==> src/include/dcm_defines.svh <==
// Register offsets, field positions, reset values and timing for the degrade clearing monitor
`ifndef DCM_DEFINES_SVH
`define DCM_DEFINES_SVH

// Register byte addresses
`define DCM_ADDR_CONTROL        16'h1103
`define DCM_ADDR_STATUS         16'h1107
`define DCM_ADDR_INT_STATUS     16'h110b
`define DCM_ADDR_INT_MASK       16'h110f
`define DCM_ADDR_LIMIT_HIGH     16'h1146
`define DCM_ADDR_LIMIT_LOW      16'h1147
`define DCM_ADDR_WINDOW_TOP     16'h1159
`define DCM_ADDR_WINDOW_MID     16'h115a
`define DCM_ADDR_WINDOW_LOW     16'h115b

// Field positions
`define DCM_CTRL_ERR_TYPE_BIT   1
`define DCM_CTRL_WRITE_MASK     8'h7f
`define DCM_STATUS_DEGRADE_BIT  3
`define DCM_INT_DEGRADE_BIT     6

// Reset values
`define DCM_CONTROL_RESET       8'h00
`define DCM_INT_MASK_RESET      8'hff
`define DCM_LIMIT_RESET         16'hffff
`define DCM_WINDOW_RESET        24'hffffff
`define DCM_BYTE_ZERO           8'h00

// Frame timing: one frame every 125 us, window unit is 1 ms
`define DCM_FRAME_PERIOD_US     125
`define DCM_UNIT_PERIOD_US      1000
`define DCM_FRAMES_PER_UNIT     (`DCM_UNIT_PERIOD_US / `DCM_FRAME_PERIOD_US)
`define DCM_DIV_WIDTH           4
`define DCM_WINDOW_WIDTH        24
`define DCM_LIMIT_WIDTH         16

`endif

==> src/include/dcm_pkg.sv <==
// Types shared by the degrade clearing monitor
package dcm_pkg;

  // Register port request
  typedef struct packed {
    logic [15:0] addr;
    logic [7:0]  wdata;
    logic        wr;
    logic        rd;
  } dcm_bus_s;

  // Per-frame parity report from the line overhead checker
  typedef struct packed {
    logic       valid;
    logic [3:0] bit_errors;
  } dcm_frame_s;

  // Degrade defect state
  typedef enum logic {
    DCM_ST_CLEAR,
    DCM_ST_DECLARED
  } dcm_state_e;

endpackage : dcm_pkg

==> src/dcm_top.sv <==
// Signal degrade clearing monitor with byte register port and interrupt
`timescale 1ns/100ps
`default_nettype none

`include "dcm_defines.svh"

module dcm_top
  import dcm_pkg::*;
(
  input  wire logic       clock,
  input  wire logic       rst,
  input  wire dcm_bus_s   bus,
  output logic      [7:0] rdata,
  input  wire dcm_frame_s frame,
  input  wire logic       degrade_declare,
  output logic            signal_degrade,
  output logic            irq_n
);

  // Register state
  logic [7:0]                   control;
  logic [7:0]                   int_mask;
  logic [7:0]                   int_status;
  logic [`DCM_LIMIT_WIDTH-1:0]  degrade_clear_error_limit;
  logic [`DCM_WINDOW_WIDTH-1:0] degrade_clear_window_ms;

  // Register next values
  logic [7:0]                   next_control;
  logic [7:0]                   next_int_mask;
  logic [7:0]                   next_int_status;
  logic [`DCM_LIMIT_WIDTH-1:0]  next_limit;
  logic [`DCM_WINDOW_WIDTH-1:0] next_window;
  logic [7:0]                   next_rdata;

  // Register port events
  logic                         window_written;
  logic                         status_read;

  // Monitor state
  dcm_state_e                   state;
  dcm_state_e                   next_state;
  logic [`DCM_LIMIT_WIDTH-1:0]  err_acc;
  logic [`DCM_LIMIT_WIDTH-1:0]  next_err_acc;

  // Frame error arithmetic
  logic [`DCM_LIMIT_WIDTH:0]    err_sum;
  logic [`DCM_LIMIT_WIDTH-1:0]  err_total;
  logic [`DCM_LIMIT_WIDTH-1:0]  frame_errs;

  // Window and defect events
  logic                         window_restart;
  logic                         unit_tick;
  logic                         window_end;
  logic                         below_limit;
  logic                         declare_event;
  logic                         clear_event;
  logic                         change_event;

  // Frame divider producing the millisecond tick
  dcm_wrap_counter #(
    .WIDTH   (`DCM_DIV_WIDTH)
  ) u_unit_div (
    .clock   (clock),
    .rst     (rst),
    .restart (window_restart),
    .advance (frame.valid),
    .limit   (`DCM_DIV_WIDTH'(`DCM_FRAMES_PER_UNIT)),
    .count   (),
    .wrap    (unit_tick)
  );

  // Millisecond counter marking the end of each window
  dcm_wrap_counter #(
    .WIDTH   (`DCM_WINDOW_WIDTH)
  ) u_window (
    .clock   (clock),
    .rst     (rst),
    .restart (window_restart),
    .advance (unit_tick),
    .limit   (degrade_clear_window_ms),
    .count   (),
    .wrap    (window_end)
  );

  // Errors contributed by this frame
  always_comb begin
    frame_errs = '0;
    if (frame.valid) begin
      if (control[`DCM_CTRL_ERR_TYPE_BIT]) begin
        frame_errs = (frame.bit_errors != 4'h0) ? `DCM_LIMIT_WIDTH'(1) : '0;
      end else begin
        frame_errs = `DCM_LIMIT_WIDTH'(frame.bit_errors);
      end
    end
  end

  // Window restarts on declaration or a new window length
  assign window_restart = degrade_declare || window_written;

  // Software read of the interrupt status register
  assign status_read = bus.rd && (bus.addr == `DCM_ADDR_INT_STATUS);

  // Window total with this frame, held at all ones on overflow
  always_comb begin
    err_sum   = {1'b0, err_acc} + {1'b0, frame_errs};
    err_total = err_sum[`DCM_LIMIT_WIDTH] ? '1 : err_sum[`DCM_LIMIT_WIDTH-1:0];
  end

  // Clearing decision; the frame that closes the window still counts
  assign below_limit   = (err_total < degrade_clear_error_limit);
  assign declare_event = degrade_declare && (state == DCM_ST_CLEAR);
  assign clear_event   = (state == DCM_ST_DECLARED) && window_end && !degrade_declare
                         && below_limit;
  assign change_event  = clear_event || declare_event;

  // Saturating error accumulator, emptied at every window boundary
  always_comb begin
    next_err_acc = err_total;
    if (window_restart || window_end) begin
      next_err_acc = '0;
    end
  end

  // Accumulator register
  always_ff @(posedge clock or posedge rst) begin
    if (rst) begin
      err_acc <= '0;
    end else begin
      err_acc <= next_err_acc;
    end
  end

  // Next defect state
  always_comb begin
    next_state = state;
    case (state)
      DCM_ST_CLEAR: begin
        if (degrade_declare) begin
          next_state = DCM_ST_DECLARED;
        end
      end
      DCM_ST_DECLARED: begin
        if (clear_event) begin
          next_state = DCM_ST_CLEAR;
        end
      end
      default: begin
        next_state = DCM_ST_CLEAR;
      end
    endcase
  end

  // Defect state register
  always_ff @(posedge clock or posedge rst) begin
    if (rst) begin
      state <= DCM_ST_CLEAR;
    end else begin
      state <= next_state;
    end
  end

  // Configuration writes; each byte lands on its own
  always_comb begin
    next_control   = control;
    next_int_mask  = int_mask;
    next_limit     = degrade_clear_error_limit;
    next_window    = degrade_clear_window_ms;
    window_written = 1'b0;
    if (bus.wr) begin
      case (bus.addr)
        `DCM_ADDR_CONTROL: begin
          next_control = bus.wdata & `DCM_CTRL_WRITE_MASK; // Unused top bit stays zero
        end
        `DCM_ADDR_INT_MASK: begin
          next_int_mask = bus.wdata;
        end
        `DCM_ADDR_LIMIT_HIGH: begin
          next_limit[15:8] = bus.wdata;
        end
        `DCM_ADDR_LIMIT_LOW: begin
          next_limit[7:0] = bus.wdata;
        end
        `DCM_ADDR_WINDOW_TOP: begin
          next_window[23:16] = bus.wdata;
          window_written     = 1'b1;
        end
        `DCM_ADDR_WINDOW_MID: begin
          next_window[15:8] = bus.wdata;
          window_written    = 1'b1;
        end
        `DCM_ADDR_WINDOW_LOW: begin
          next_window[7:0] = bus.wdata;
          window_written   = 1'b1;
        end
        default: begin
          next_control = control; // Unmapped writes are dropped
        end
      endcase
    end
  end

  // Configuration registers
  always_ff @(posedge clock or posedge rst) begin
    if (rst) begin
      control                   <= `DCM_CONTROL_RESET;
      int_mask                  <= `DCM_INT_MASK_RESET;
      degrade_clear_error_limit <= `DCM_LIMIT_RESET;
      degrade_clear_window_ms   <= `DCM_WINDOW_RESET;
    end else begin
      control                   <= next_control;
      int_mask                  <= next_int_mask;
      degrade_clear_error_limit <= next_limit;
      degrade_clear_window_ms   <= next_window;
    end
  end

  // Interrupt status: a read clears it, a change in the same cycle is kept
  always_comb begin
    next_int_status = int_status;
    if (status_read) begin
      next_int_status = `DCM_BYTE_ZERO;
    end
    if (change_event) begin
      next_int_status[`DCM_INT_DEGRADE_BIT] = 1'b1;
    end
  end

  // Interrupt status register
  always_ff @(posedge clock or posedge rst) begin
    if (rst) begin
      int_status <= `DCM_BYTE_ZERO;
    end else begin
      int_status <= next_int_status;
    end
  end

  // Read data for the cycle after the strobe, zero otherwise
  always_comb begin
    next_rdata = `DCM_BYTE_ZERO;
    if (bus.rd) begin
      case (bus.addr)
        `DCM_ADDR_CONTROL: begin
          next_rdata = control;
        end
        `DCM_ADDR_STATUS: begin
          next_rdata = 8'(signal_degrade) << `DCM_STATUS_DEGRADE_BIT;
        end
        `DCM_ADDR_INT_STATUS: begin
          next_rdata = int_status;
        end
        `DCM_ADDR_INT_MASK: begin
          next_rdata = int_mask;
        end
        `DCM_ADDR_LIMIT_HIGH: begin
          next_rdata = degrade_clear_error_limit[15:8];
        end
        `DCM_ADDR_LIMIT_LOW: begin
          next_rdata = degrade_clear_error_limit[7:0];
        end
        `DCM_ADDR_WINDOW_TOP: begin
          next_rdata = degrade_clear_window_ms[23:16];
        end
        `DCM_ADDR_WINDOW_MID: begin
          next_rdata = degrade_clear_window_ms[15:8];
        end
        `DCM_ADDR_WINDOW_LOW: begin
          next_rdata = degrade_clear_window_ms[7:0];
        end
        default: begin
          next_rdata = `DCM_BYTE_ZERO;
        end
      endcase
    end
  end

  // Read data register
  always_ff @(posedge clock or posedge rst) begin
    if (rst) begin
      rdata <= `DCM_BYTE_ZERO;
    end else begin
      rdata <= next_rdata;
    end
  end

  // Defect flag straight from the state register
  assign signal_degrade = (state == DCM_ST_DECLARED);

  // Active-low interrupt while an enabled status bit is set
  assign irq_n = ~|(int_status & int_mask);

endmodule : dcm_top

`default_nettype wire

==> src/dcm_wrap_counter.sv <==
// Wrapping event counter with programmable length
`timescale 1ns/100ps
`default_nettype none

module dcm_wrap_counter #(
  parameter int WIDTH = 4
) (
  input  wire logic             clock,
  input  wire logic             rst,
  input  wire logic             restart,
  input  wire logic             advance,
  input  wire logic [WIDTH-1:0] limit,
  output logic      [WIDTH-1:0] count,
  output logic                  wrap
);

  logic [WIDTH-1:0] next_count;
  logic [WIDTH-1:0] count_plus;

  // Wrap when the advanced count reaches the limit; a zero limit never wraps
  always_comb begin
    count_plus = count + {{(WIDTH-1){1'b0}}, 1'b1};
    wrap       = advance && !restart && (limit != '0) && (count_plus == limit);
    next_count = count;
    if (restart || wrap) begin
      next_count = '0;
    end else if (advance) begin
      next_count = count_plus;
    end
  end

  // Count register
  always_ff @(posedge clock or posedge rst) begin
    if (rst) begin
      count <= '0;
    end else begin
      count <= next_count;
    end
  end

endmodule : dcm_wrap_counter

`default_nettype wire

==> config.mk <==
export PLATFORM = sky130hd
export DESIGN_NAME = dcm_top
export DESIGN_NICKNAME = d
export VERILOG_FILES = /design/src/include/dcm_pkg.sv /design/src/dcm_top.sv /design/src/dcm_wrap_counter.sv
export VERILOG_INCLUDE_DIRS = /design/src /design/src/include
export SDC_FILE = /design/constraint.sdc
export NUM_CORES = 1
export LEC_CHECK = 0
export BUFFER_PORTS_ARGS = -buffer_cell sky130_fd_sc_hd__buf_2
export CORE_AREA = 2 2 118 120
export DETAILED_ROUTE_END_ITERATION = 12
export DIE_AREA = 0 0 120 122
export GPL_TIMING_DRIVEN = 0
export PLACE_DENSITY_LB_ADDON = 0.3
export SKIP_LAST_GASP = 1
export SLEW_MARGIN = 20
export SYNTH_ARGS = -nofsm -noshare
export SYNTH_HDL_FRONTEND = slang
export SYNTH_SLANG_ARGS = --single-unit
export TNS_END_PERCENT = 20
==> constraint.sdc <==
create_clock -name clock -period 4 [get_ports clock]
set_input_delay 0.8 -clock clock [delete_from_list [all_inputs] [get_ports clock]]
set_output_delay 0.8 -clock clock [all_outputs]
set_load 0.005 [all_outputs]
After elaboration in Yosys (flattened, before gate mapping)
Cells that the tools add are included.

storage, ports and cells
  register bits = 109
  input bits = 34
  output and inout port bits = 10
  logic and storage cells = 79

operators by class
  add/subtract/negate cells = 3
  $lt $le $gt $ge = 1
  equality and inequality tests = 11
  mux-type cells = 18
  bitwise logic cells = 2
  reductions and logical operators = 31

operators by type and width
  kind                   count
  $eq 16x13->1 const B   9
  $pmux 8 s9             1
  $mux 16                3
  $mux 24                2
  $add 24x1->24 const B  1
  $eq 24x24->1           1
  $reduce_bool 24->1     1
  $add 16x16->17         1
  $lt 16x16->1           1
  $reduce_and 2->1       7
  $mux 4                 3
  $logic_and 1x1->1      10
  $and 7x8->8            1
  $mux 8                 1
  $reduce_or 8->1        1
  $mux 7                 1
  $mux 1                 6
  $reduce_bool 2->1      3
  $add 4x1->4 const B    1
  $eq 4x4->1 const B     1
  $logic_or 1x1->1       4
  $reduce_bool 4->1      1
  $logic_not 1->1        3
  $reduce_or 3->1        1
  other kinds (2)        2

Depth between registers and ports, before layout
Gate-level depths: netlist of the first run.

  word-level depth = 16
  gate-level depth with buffers = 18
  mapped depth without buffers = 17

By module
A second synthesis of the first run with hierarchy kept.

unflattened totals
  cells, all modules = 690
  area, all modules = 7056.8 um^2

by module, submodules not included
  module                         times used  cells an instance  area each (um^2)  seq. area each (um^2)
  dcm_top                        1           389                4379.2            2087.0
  dcm_wrap_counter (u_window)    1           267                2348.5            600.6
  dcm_wrap_counter (u_unit_div)  1           34                 329.1             100.1

Least setup slack after synthesis of the first run
OpenSTA, ideal clock, no wires.

  kind = input -> register
  start point = input frame[3] (netlist name)
  end point = register int_status[6]
  library setup time = 118 ps
  arrival = 4589 ps
  slack = -707 ps
  stages on the path = 17
  cells stage by stage = o31a_1 > o21a_1 > ha_1 > fa_1 > and3_1 > o211ai_1 > nor2_1 > nand3_1 > clkbuf_1 > nand2_1 > ha_1 > nand4_1 > or4_1 > a21o_1 > o311ai_0 > nor4_1 > a21o_1

between the ends
  word-level cells in the longest chain between the ends = 10

ends and longest elaborated chain
  item                                                line            RTL
  from (decl)                                         dcm_top.sv:14   input wire dcm_frame_s frame,
  $reduce_bool 4->1                                   dcm_top.sv:90   frame_errs = (frame.bit_errors != 4'h0) ? `DCM_LIMIT_WIDTH'(1) : '0;
  $mux 1                                              dcm_top.sv:90
  $mux 4 *                                            dcm_top.sv:89   if (control[`DCM_CTRL_ERR_TYPE_BIT]) begin
  $mux 16 *                                           dcm_top.sv:88   if (frame.valid) begin
  $add 16x16->17 *                                    dcm_top.sv:105  err_sum = {1'b0, err_acc} + {1'b0, frame_errs};
  $mux 16 *                                           dcm_top.sv:106  err_total = err_sum[`DCM_LIMIT_WIDTH] ? '1 : err_sum[`DCM_LIMIT_WIDTH-1:0];
  $lt 16x16->1 *                                      dcm_top.sv:110  assign below_limit = (err_total < degrade_clear_error_limit);
  $logic_and 1x1->1 *                                 dcm_top.sv:113  && below_limit;
  $logic_or 1x1->1 *                                  dcm_top.sv:114  assign change_event = clear_event || declare_event;
  $mux 1 / $reduce_bool 2->1 (equally long branches)  --
  to (signal assigned)                                dcm_top.sv:231  int_status <= `DCM_BYTE_ZERO;
  to (signal assigned)                                dcm_top.sv:233  int_status <= next_int_status;
  to (decl)                                           dcm_top.sv:23   logic [7:0] int_status;

Mark *: on every way between the ends. The rest lies on a longest branch, timed or not.
A chain may end at the register's enable or synchronous reset.

Final worst setup path of the first run
  start point = input frame[1] (netlist name)
  end point = register int_status[6]

The elaborated chain is that of the path after synthesis.

==> results.json, run 1 <==
{
  "status": "complete, but fails checks",
  "failed_checks": "setup timing",
  "grt.overflow.total": 0,
  "antenna_found_initial": 0,
  "synth_compound_area_share_pct": 10.92,
  "met1_usage_pct": 33.82,
  "synth_area_mm2": 0.006830,
  "power_density_mw_per_mm2": 297.5,
  "fin_ws_ps": -221.3,
  "slowest_stage": "or4_1",
  "postPlaceCellArea_mm2": 0.007326,
  "rsz0062_at_grt": "true",
  "ys_seq_area_share_pct": 40.81,
  "clock-root-buffer": "clkbuf_16",
  "drt_iter0_markers": 450,
  "layout-drive-gt1-share_pct": 29.59,
  "synth_edf_count": 0,
  "tightest_slew_ps": 1037,
  "startpoint": "frame[1]",
  "wl_per_cell_um": 18.99,
  "cp.buffers_inverters": 2,
  "drcViolationCount": 0,
  "worst-endpoint-arrival_ps": 4480,
  "ir_worst_vdd_v": 0.0002549,
  "utilization_pct": 57.52,
  "ys_warn_count": 0,
  "wl_mm": 17.61,
  "nNetsFinal": 799,
  "leakage_nw": 3.232,
  "final_cell_mix": "68 x nand2_1, 61 x mux2_2, 61 x dfrtp_1",
  "grt_pass1_vias": 5456,
  "dp_hpwl_mm": 12.80,
  "vias": 5587,
  "fp.dieW_um": 120,
  "crit_path_end_kind": "flip-flop",
  "synthCells": 687,
  "gp_congestion": 1.008,
  "synth_top_family_by_area": "simple AND/OR/NAND/NOR gates",
  "synth_flop_cell": "dfrtp_1",
  "cts_buffers": 9,
  "yosys-mux-area-fraction_pct": 11.03,
  "synth_xor_area_share_pct": 8.078,
  "grtUsageMet3_pct": 2.809,
  "io_buffers": 38,
  "post-place-ws_ps": -827.6,
  "fp.coreArea_mm2": 0.01350,
  "cts.path.max_buffers": 2,
  "clock.fmax_mhz": 236.9,
  "die_area_mm2": 0.01464,
  "crit_path_max_fanout": 3,
  "ys_types": 70,
  "n_antenna_cell": 0,
  "synthSimpleGateAreaFrac_pct": 20.85,
  "hold_class": "input port to asynchronous set/reset pin",
  "tritoncts_num_sinks": 109,
  "drtAntennaViolNets": 0,
  "htreeDepth": 3,
  "hold_viol": 0,
  "die_h_um": 122,
  "yosys-top-cells-area": "dfrtp_1 22%, dfstp_2 18%, mux2_2 10%",
  "clk_pin_slew_ps": 90,
  "critical_path_required_ps": 4260,
  "synth_seq_cells": 109,
  "min_period_ps": 4221,
  "hold_slack_ps": 451.1,
  "grt.total_usage_pct": 24.65,
  "viasPerCell": 6.027,
  "layout_commonest_cell": "nand2_1",
  "slowest_delay_ps": 520,
  "cpMostUsedCell": "a21o_1",
  "skew_ps": 12.55,
  "worstSetupPathType": "input port to flip-flop",
  "clk_latency_ps": 370,
  "cpLargestDelayFamily": "compound AO/OA/AOI/OAI gates",
  "relSlewSlack_pct": 30.25,
  "critPathLaunchType": "input port",
  "yosys.area.top_type": "dfrtp_1",
  "use_met2_pct": 39.03,
  "path_cells": "buf_2 -> o31a_1 -> o21a_1 -> ha_2 -> fa_2 -> and3_4 -> buf_4 -> nor2_1 -> nor3b_1 -> o21a_1 -> ha_1 -> nand4_1 -> or4_1 -> a21o_1 -> a21o_1 -> o311ai_4 -> nor4_1 -> a21o_1",
  "cap_viol_max_count": 0,
  "grt_pass1_wl_mm": 28.09,
  "grt_max_degree": 59,
  "cts_tree": "yes",
  "design_area_mm2": 0.007767,
  "synth_async_sr_flop_share_pct": 100.0,
  "syn_nets": 744,
  "first_pass_iters": 5,
  "top_usage_layer": "met2",
  "rows": 43,
  "drv_slew": 0,
  "area_delta_synth_final_pct": 13.72,
  "r2r-start": "control[1]$_DFFE_PP0P_",
  "avgSynthCellArea_um2": 9.942,
  "synthAdderAreaFrac_pct": 4.323,
  "timing.final.crit_share_pct": 105.5,
  "reg2reg_setup_slack_ps": -10,
  "io_pins": 44,
  "initial_core_util_pct": 50.58,
  "synth_top_area_share_pct": 22.35,
  "setup_viol": 2
}
## registers in the layout, summed over array words and instances (netlist names)
register	flops
control	7
u_unit_div.count	4
int_status	1
degrade_clear_window_ms	24
signal_degrade	1
degrade_clear_error_limit	16
int_mask	8
rdata	8
err_acc	16
u_window.count	24
## area by class of cell
cell class	count	area, um2
tap	180	225.2
buffer	31	187.7
timing repair buffer	44	255.2
clock buffer	9	225.2
fill	1163	5737
inverter	26	102.6
clock inverter	7	115.1
sequential	109	2788
multi-input combinational	521	3869
## power by group
group | total [W] | switching, W | internal [W]
Sequential | 0.00112 | 0.00000812 | 0.00111
Clock | 0.00100 | 0.000485 | 0.000515
Combinational | 0.000190 | 0.000121 | 0.0000688
Total | 0.00231 | 0.000615 | 0.00170
## logic make-up after synthesis
kind of cell / Yosys count
fa+ha+maj: 23
simple gates: 265
flops: 109
mux: 67
compound gates: 103
xor+xnor: 63
buf+inv: 57
## stage by stage
| stage | total power, W | instances | setup TNS (ps) |
|---|---|---|---|
| 4_1_cts | 0.002316 | 925 | -337.7 |
| 5_1_grt | 0.002389 | 927 | -699.9 |
| 6_report | 0.002311 | 927 | -407.3 |
| 3_3_place_gp | 0.001303 | 905 | -47690 |
| 3_5_place_dp | 0.001317 | 906 | -1576 |
| 2_1_floorplan | 0.001250 | 687 | -412.1 |
## cell usage after synthesis (all sizes together), types with 5 or more instances
library cell / n
nand4: 13
and3: 6
o21ai: 22
dfrtp: 61
buf: 12
nor2: 48
inv: 26
a211oi: 6
o211ai: 6
nand2: 69
nand3: 21
ha: 22
a22oi: 9
a21oi: 18
nor4: 19
xnor2: 44
nor2b: 5
xor2: 19
nand2b: 7
nor3b: 9
clkbuf: 19
dfstp: 48
a221oi: 8
and2: 6
mux2: 63
or4: 5
a21o: 7
nor3: 35
## worst register-to-register path: stages, from the launching register on
cell      delay, ps
dfrtp_1         470
o31a_1          140
o21a_1          190
ha_2            180
fa_2            360
and3_4          160
buf_4           130
nor2_1          240
nor3b_1         120
o21a_1          220
ha_1            300
nand4_1         110
or4_1           520
a21o_1          210
a21o_1          200
o311ai_4         90
nor4_1           80
a21o_1          180
## path summary, 6_finish.rpt
kind	end	depth (start not counted)
max	int_status[6]$_DFFE_PP0P_	18
min	u_unit_div.count[0]$_DFFE_PP0P_	2
max reg2reg	int_status[6]$_DFFE_PP0P_	17
min reg2reg	control[6]$_DFFE_PP0P_	1
max in group asynchronous	degrade_clear_error_limit[2]$_DFFE_PP1P_	3
min in group clock	control[6]$_DFFE_PP0P_	1
## layer usage
metal	share of wire, %	up-vias
li1	-	2591
met1	45	2747
met2	46	209
met3	5.3	40
met4	3.6	0
met5	0	-
## timing repair
| item | in CTS | in global routing |
|---|---|---|
| gates resized for setup | 6 | 5 |
| setup endpoints to repair | 2 | 2 |
| setup buffers | 3 | 2 |
| hold buffers | 0 | 0 |
| pin swaps | 11 | 4 |
No activity file was read; power rests on OpenSTA's default activity.
==> run 2: changes to the inputs <==
- SKIP_LAST_GASP: 1 -> default
==> run 2 against run 1 <==
  * The run still ends with setup timing left
  * Wire length barely moved
  * Cell count did not move
  * Register-to-register slack barely moved
  * Maximum frequency barely moved
  * Via count did not move
  * Highest routed layer unchanged
==> results.json, run 2 (synthesis results as in run 1) <==
{
  "gp_congestion": 1.008,
  "reg_top3": "degrade_clear_window_ms x24, u_window.count x24",
  "dp_hpwl_mm": 12.80,
  "drt_iter0_markers": 450,
  "dp.cells": 906,
  "cts_buffers": 9,
  "fp.dieW_um": 120,
  "grt.total_usage_pct": 24.65,
  "grtUsageMet3_pct": 2.809,
  "tightest_slew_ps": 1037,
  "switching_power_w": 0.0006144,
  "startpoint": "frame[1]",
  "layout-drive-gt1-share_pct": 29.59,
  "finalPower_w": 0.002310,
  "io_buffers": 38,
  "die_h_um": 122,
  "min_period_ps": 4221,
  "tns_ps": -387.6,
  "critPathCapture": "int_status[6]$_DFFE_PP0P_",
  "vias": 5587,
  "r2r-start": "control[1]$_DFFE_PP0P_",
  "fin_ws_ps": -221.5,
  "critical_path_required_ps": 4260,
  "nNetsFinal": 799,
  "grt.overflow.total": 0,
  "clock.fmax_mhz": 236.9,
  "relSlewSlack_pct": 30.25,
  "pwr-share-seq_pct": 48.5,
  "hold_class": "input port to asynchronous set/reset pin",
  "drcViolationCount": 0,
  "comb_power_share_pct": 8.2,
  "worst-endpoint-arrival_ps": 4480,
  "cap_viol_max_count": 0,
  "rows": 43,
  "use_met2_pct": 39.03,
  "first_pass_iters": 5,
  "instances_no_fill": 927,
  "viasPerCell": 6.027,
  "status": "complete, but fails checks",
  "crit_path_end_kind": "flip-flop",
  "timing.final.crit_share_pct": 105.5,
  "r2r_end": "int_status[6]$_DFFE_PP0P_",
  "final_cell_mix": "68 x nand2_1, 61 x mux2_2, 61 x dfrtp_1",
  "tritoncts_num_sinks": 109,
  "grt_pass1_vias": 5456,
  "met1_usage_pct": 33.82,
  "wl_mm": 17.61,
  "critPathLaunchType": "input port",
  "power_density_mw_per_mm2": 297.5,
  "initial_core_util_pct": 50.58,
  "antenna_found_initial": 0,
  "area_delta_synth_final_pct": 13.72,
  "failed_checks": "setup timing",
  "clk_pin_slew_ps": 90,
  "drtAntennaViolNets": 0,
  "power.internal_w": 0.001696,
  "setup_viol": 2,
  "ir_worst_vdd_v": 0.0002549,
  "skew_ps": 12.55,
  "grt_max_degree": 59,
  "cts_tree": "yes",
  "hold_buffers": 0,
  "top_usage_layer": "met2",
  "clk_latency_ps": 370,
  "hold_viol": 0,
  "layout_commonest_cell": "nand2_1",
  "wl_per_cell_um": 18.99,
  "grt_pass1_wl_mm": 28.09,
  "clock-root-buffer": "clkbuf_16",
  "drv_slew": 0,
  "utilization_pct": 57.52,
  "swShare_pct": 26.59,
  "rsz0062_at_grt": "true",
  "crit_path_max_fanout": 3,
  "io_pins": 44,
  "n_antenna_cell": 0,
  "worstSetupPathType": "input port to flip-flop",
  "reg2reg_setup_slack_ps": -10,
  "hold_slack_ps": 451.1,
  "die_area_mm2": 0.01464,
  "htreeDepth": 3,
  "p_clk_share_pct": 43.3,
  "leakage_nw": 3.232,
  "cts.path.max_buffers": 2,
  "reg2reg_depth": 17,
  "fp.coreArea_mm2": 0.01350
}
-- run 2: cell counts in the layout (fill, tap and decap cells not counted) --
Identical to the previous run, type by type.
-- run 2: per-stage QoR --
step	setup WS (ps)	area, um2
after floorplan	-239.2	6878
after global placement	-767.6	7293
after detailed placement	-827.6	7326
after CTS	-206.0	7716
after global routing	-363.1	7767
final	-221.5	7767
-- run 2: how the worst min path moves through the flow --
| stage | endpoint | slack, ps | cells after the start |
|---|---|---|---|
| 3_3_place_gp | control[3]$_DFFE_PP0P_ | 490 | 1 |
| 2_1_floorplan | control[6]$_DFFE_PP0P_ | 480 | 1 |
| 6_report | u_unit_div.count[0]$_DFFE_PP0P_ | 450 | 2 |
| 5_1_grt | u_unit_div.count[0]$_DFFE_PP0P_ | 510 | 2 |
| 3_5_place_dp | control[6]$_DFFE_PP0P_ | 490 | 1 |
| 4_1_cts | u_window.count[7]$_DFFE_PP0P_ | 490 | 2 |
-- run 2: what timing repair did --
| action | in CTS | in global routing |
|---|---|---|
| resized for setup | 6 | 5 |
| setup buffers | 3 | 2 |
| endpoints found under the setup margin | 2 | 2 |
| cloned | 0 | 0 |
| pin swaps | 11 | 6 |
-- run 2: worst max-delay path, cell delays in order --
cell and delay (ps):
buf_2 100, o31a_1 280, o21a_1 190, ha_2 180, fa_2 360, and3_4 160, buf_4 130, nor2_1 240
nor3b_1 120, o21a_1 220, ha_1 300, nand4_1 110, or4_1 520, a21o_1 210, a21o_1 200, o311ai_4 90
nor4_1 80, a21o_1 180
-- run 2: layer usage --
| layer | vias up | wire (um) |
|---|---|---|
| met5 | - | 0 |
| met4 | 0 | 636 |
| met3 | 40 | 935 |
| met2 | 210 | 8146 |
| met1 | 2747 | 7888 |
| li1 | 2590 | - |
-- run 2: area by class of cell --
class,count,area [um2]
multi-input combinational,521,3869
tap,180,225.2
clock inverter,7,115.1
sequential,109,2788
fill,1163,5737
timing repair buffer,44,255.2
inverter,26,102.6
clock buffer,9,225.2
buffer,31,187.7
-- run 2: power by group through the flow --
| stage | sequential (W) | clock, W | combinational (W) |
|---|---|---|---|
| final | 0.00112 | 0.00100 | 0.000190 |
| after global routing | 0.00112 | 0.00106 | 0.000210 |
| after CTS | 0.00112 | 0.00101 | 0.000182 |
| after detailed placement | 0.00114 | 0 | 0.000177 |
| after global placement | 0.00114 | 0 | 0.000164 |
| after floorplan | 0.00114 | 0 | 0.000112 |
==> run 3: changes to the inputs <==
- CORE_AREA: 2 2 118 120 -> 2 2 120 122
- DIE_AREA: 0 0 120 122 -> 0 0 122 124
- PLACE_DENSITY_LB_ADDON: 0.3 -> 0.25
==> run 3 against run 2 <==
  * Wire length up 0.34%
  * Count of clock-buffer cells in the layout up 1
  * Largest power group unchanged
  * Highest routed layer unchanged
  * Register-to-register slack worse by 40 ps
  * Maximum frequency down 1.2%
  * Global-route usage down 0.38 points
  * First-iteration DRC count down 20%
  * The flow still finishes with violations (setup timing)
  * Worst setup slack worse by 51 ps
  * Flip-flop and latch count unchanged
  * Sequential power about the same
  * Sequential share of layout area about the same
==> results.json, run 3 (synthesis results as in run 1) <==
{
  "status": "complete, but fails checks",
  "failed_checks": "setup timing",
  "worst-endpoint-arrival_ps": 4520,
  "pwr-share-seq_pct": 50.6,
  "post-place-ws_ps": -822.6,
  "fin_ws_ps": -272.3,
  "clock.fmax_mhz": 234.1,
  "drcViolationCount": 0,
  "hold_class": "input port to asynchronous set/reset pin",
  "vias": 5562,
  "switching_power_w": 0.0005731,
  "io_buffers": 38,
  "wl_per_cell_um": 19.04,
  "fp.coreArea_mm2": 0.01372,
  "cap_viol_max_count": 0,
  "die_area_mm2": 0.01513,
  "critPathLaunchType": "input port",
  "n_antenna_cell": 0,
  "cts_tree": "yes",
  "timing.final.crit_share_pct": 106.8,
  "grt_max_degree": 86,
  "drt_iter0_markers": 359,
  "final_cell_mix": "67 x nand2_1, 61 x mux2_2, 61 x dfrtp_1",
  "io_pins": 44,
  "critical_path_required_ps": 4250,
  "clk_latency_ps": 360,
  "rsz0062_at_grt": "true",
  "reg_top3": "degrade_clear_window_ms x24, u_window.count x24",
  "r2r-start": "control[1]$_DFFE_PP0P_",
  "power.internal_w": 0.001640,
  "clk_pin_slew_ps": 80,
  "cts_buffers": 9,
  "grt_pass1_vias": 5477,
  "antenna_found_initial": 0,
  "wl_mm": 17.67,
  "dp_hpwl_mm": 12.95,
  "initial_core_util_pct": 49.79,
  "reg2reg_setup_slack_ps": -50,
  "worstSetupPathType": "input port to flip-flop",
  "setup_viol": 2,
  "r2r_end": "int_status[6]$_DFFE_PP0P_",
  "ir_worst_vdd_v": 0.0002274,
  "grt.overflow.total": 0,
  "tightest_slew_ps": 1041,
  "hold_buffers": 0,
  "crit_path_end_kind": "flip-flop",
  "grt_pass1_wl_mm": 28.12,
  "fp.dieW_um": 122,
  "gp_congestion": 0.9657,
  "grt.total_usage_pct": 24.27,
  "p_clk_share_pct": 40.7,
  "min_period_ps": 4272,
  "nNetsFinal": 800,
  "drtAntennaViolNets": 0,
  "htreeDepth": 3,
  "drv_slew": 0,
  "cts.path.max_buffers": 2,
  "reg2reg_depth": 17,
  "skew_ps": 10.77,
  "relSlewSlack_pct": 29.97,
  "area_delta_synth_final_pct": 13.68,
  "viasPerCell": 5.994,
  "rows": 43,
  "fill_cells": 1188,
  "die_h_um": 124,
  "layout-drive-gt1-share_pct": 30.21,
  "instances_no_fill": 928,
  "hold_viol": 0,
  "clock-root-buffer": "clkbuf_16",
  "crit_path_max_fanout": 3,
  "tritoncts_num_sinks": 109,
  "dp.cells": 906,
  "first_pass_iters": 6,
  "swShare_pct": 25.89,
  "comb_power_share_pct": 8.6,
  "leakage_nw": 3.230,
  "power_density_mw_per_mm2": 285.1,
  "startpoint": "frame[1]",
  "layout_commonest_cell": "nand2_1"
}
[run 3: what timing repair did]
item,CTS,global route
endpoints found under the setup margin,2,2
resized for setup,7,9
buffers inserted,3,3
endpoints found under the hold margin,0,0
pin swaps,11,5
[run 3: worst max-delay path by stage]
stage                                 to  slack, ps
2_1_floorplan  int_status[6]$_DFFE_PP0P_       -240
3_3_place_gp          rdata[5]$_DFF_PP0_       -760
3_5_place_dp   int_status[6]$_DFFE_PP0P_       -820
4_1_cts        int_status[6]$_DFFE_PP0P_       -240
5_1_grt        int_status[6]$_DFFE_PP0P_       -380
6_report       int_status[6]$_DFFE_PP0P_       -270
[run 3: area by class of cell]
type	instances	area, um2	area share (%)
inverter	26	102.6	1.321
clock buffer	10	239.0	3.078
buffer	31	187.7	2.417
multi-input combinational	521	3889	50.08
timing repair buffer	45	269.0	3.464
sequential	109	2788	35.90
clock inverter	6	65.06	0.8379
tap	180	225.2	2.900
[run 3: critical path, cell delays in order]
cell      delay, ps
buf_6            90
o31a_1          280
o21a_1          170
ha_2            180
fa_2            340
and3_4          160
o211ai_1        300
buf_4           210
nand2_2          50
mux2_4          290
ha_4            270
nand4_1          70
or4_1           520
a21o_1          210
a21o_1          200
o311ai_4        110
nor4_2           70
a21o_1          190
[run 3: per-layer routing]
metal  GRT usage [%]  vias up  share of wire (%)
met5               0        -                  0
met4           12.36        0                3.8
met3           3.205       45                5.5
met2           36.38      217                 45
met1           34.46     2698                 46
li1                -     2602                  -
[run 3: power groups by stage]
stage	Sequential [W]	Clock [W]	Combinational [W]
after global routing	0.00112	0.000959	0.000213
after global placement	0.00114	0	0.000164
after detailed placement	0.00114	0	0.000177
after CTS	0.00112	0.000923	0.000188
after floorplan	0.00114	0	0.000112
final	0.00112	0.000902	0.000191
[run 3: per-stage QoR]
step	hold WS [ps]	total power [W]	area, um2	utilization [%]	TNS, ps
4_1_cts	388.5	0.002232	7695	56.09	-436.9
2_1_floorplan	478.7	0.001250	6878	-	-412.1
5_1_grt	399.6	0.002294	7765	56.60	-748.7
3_3_place_gp	490.2	0.001303	7293	53.16	-46930
6_report	386.8	0.002213	7765	56.60	-473.8
3_5_place_dp	495.0	0.001317	7326	53.40	-1569
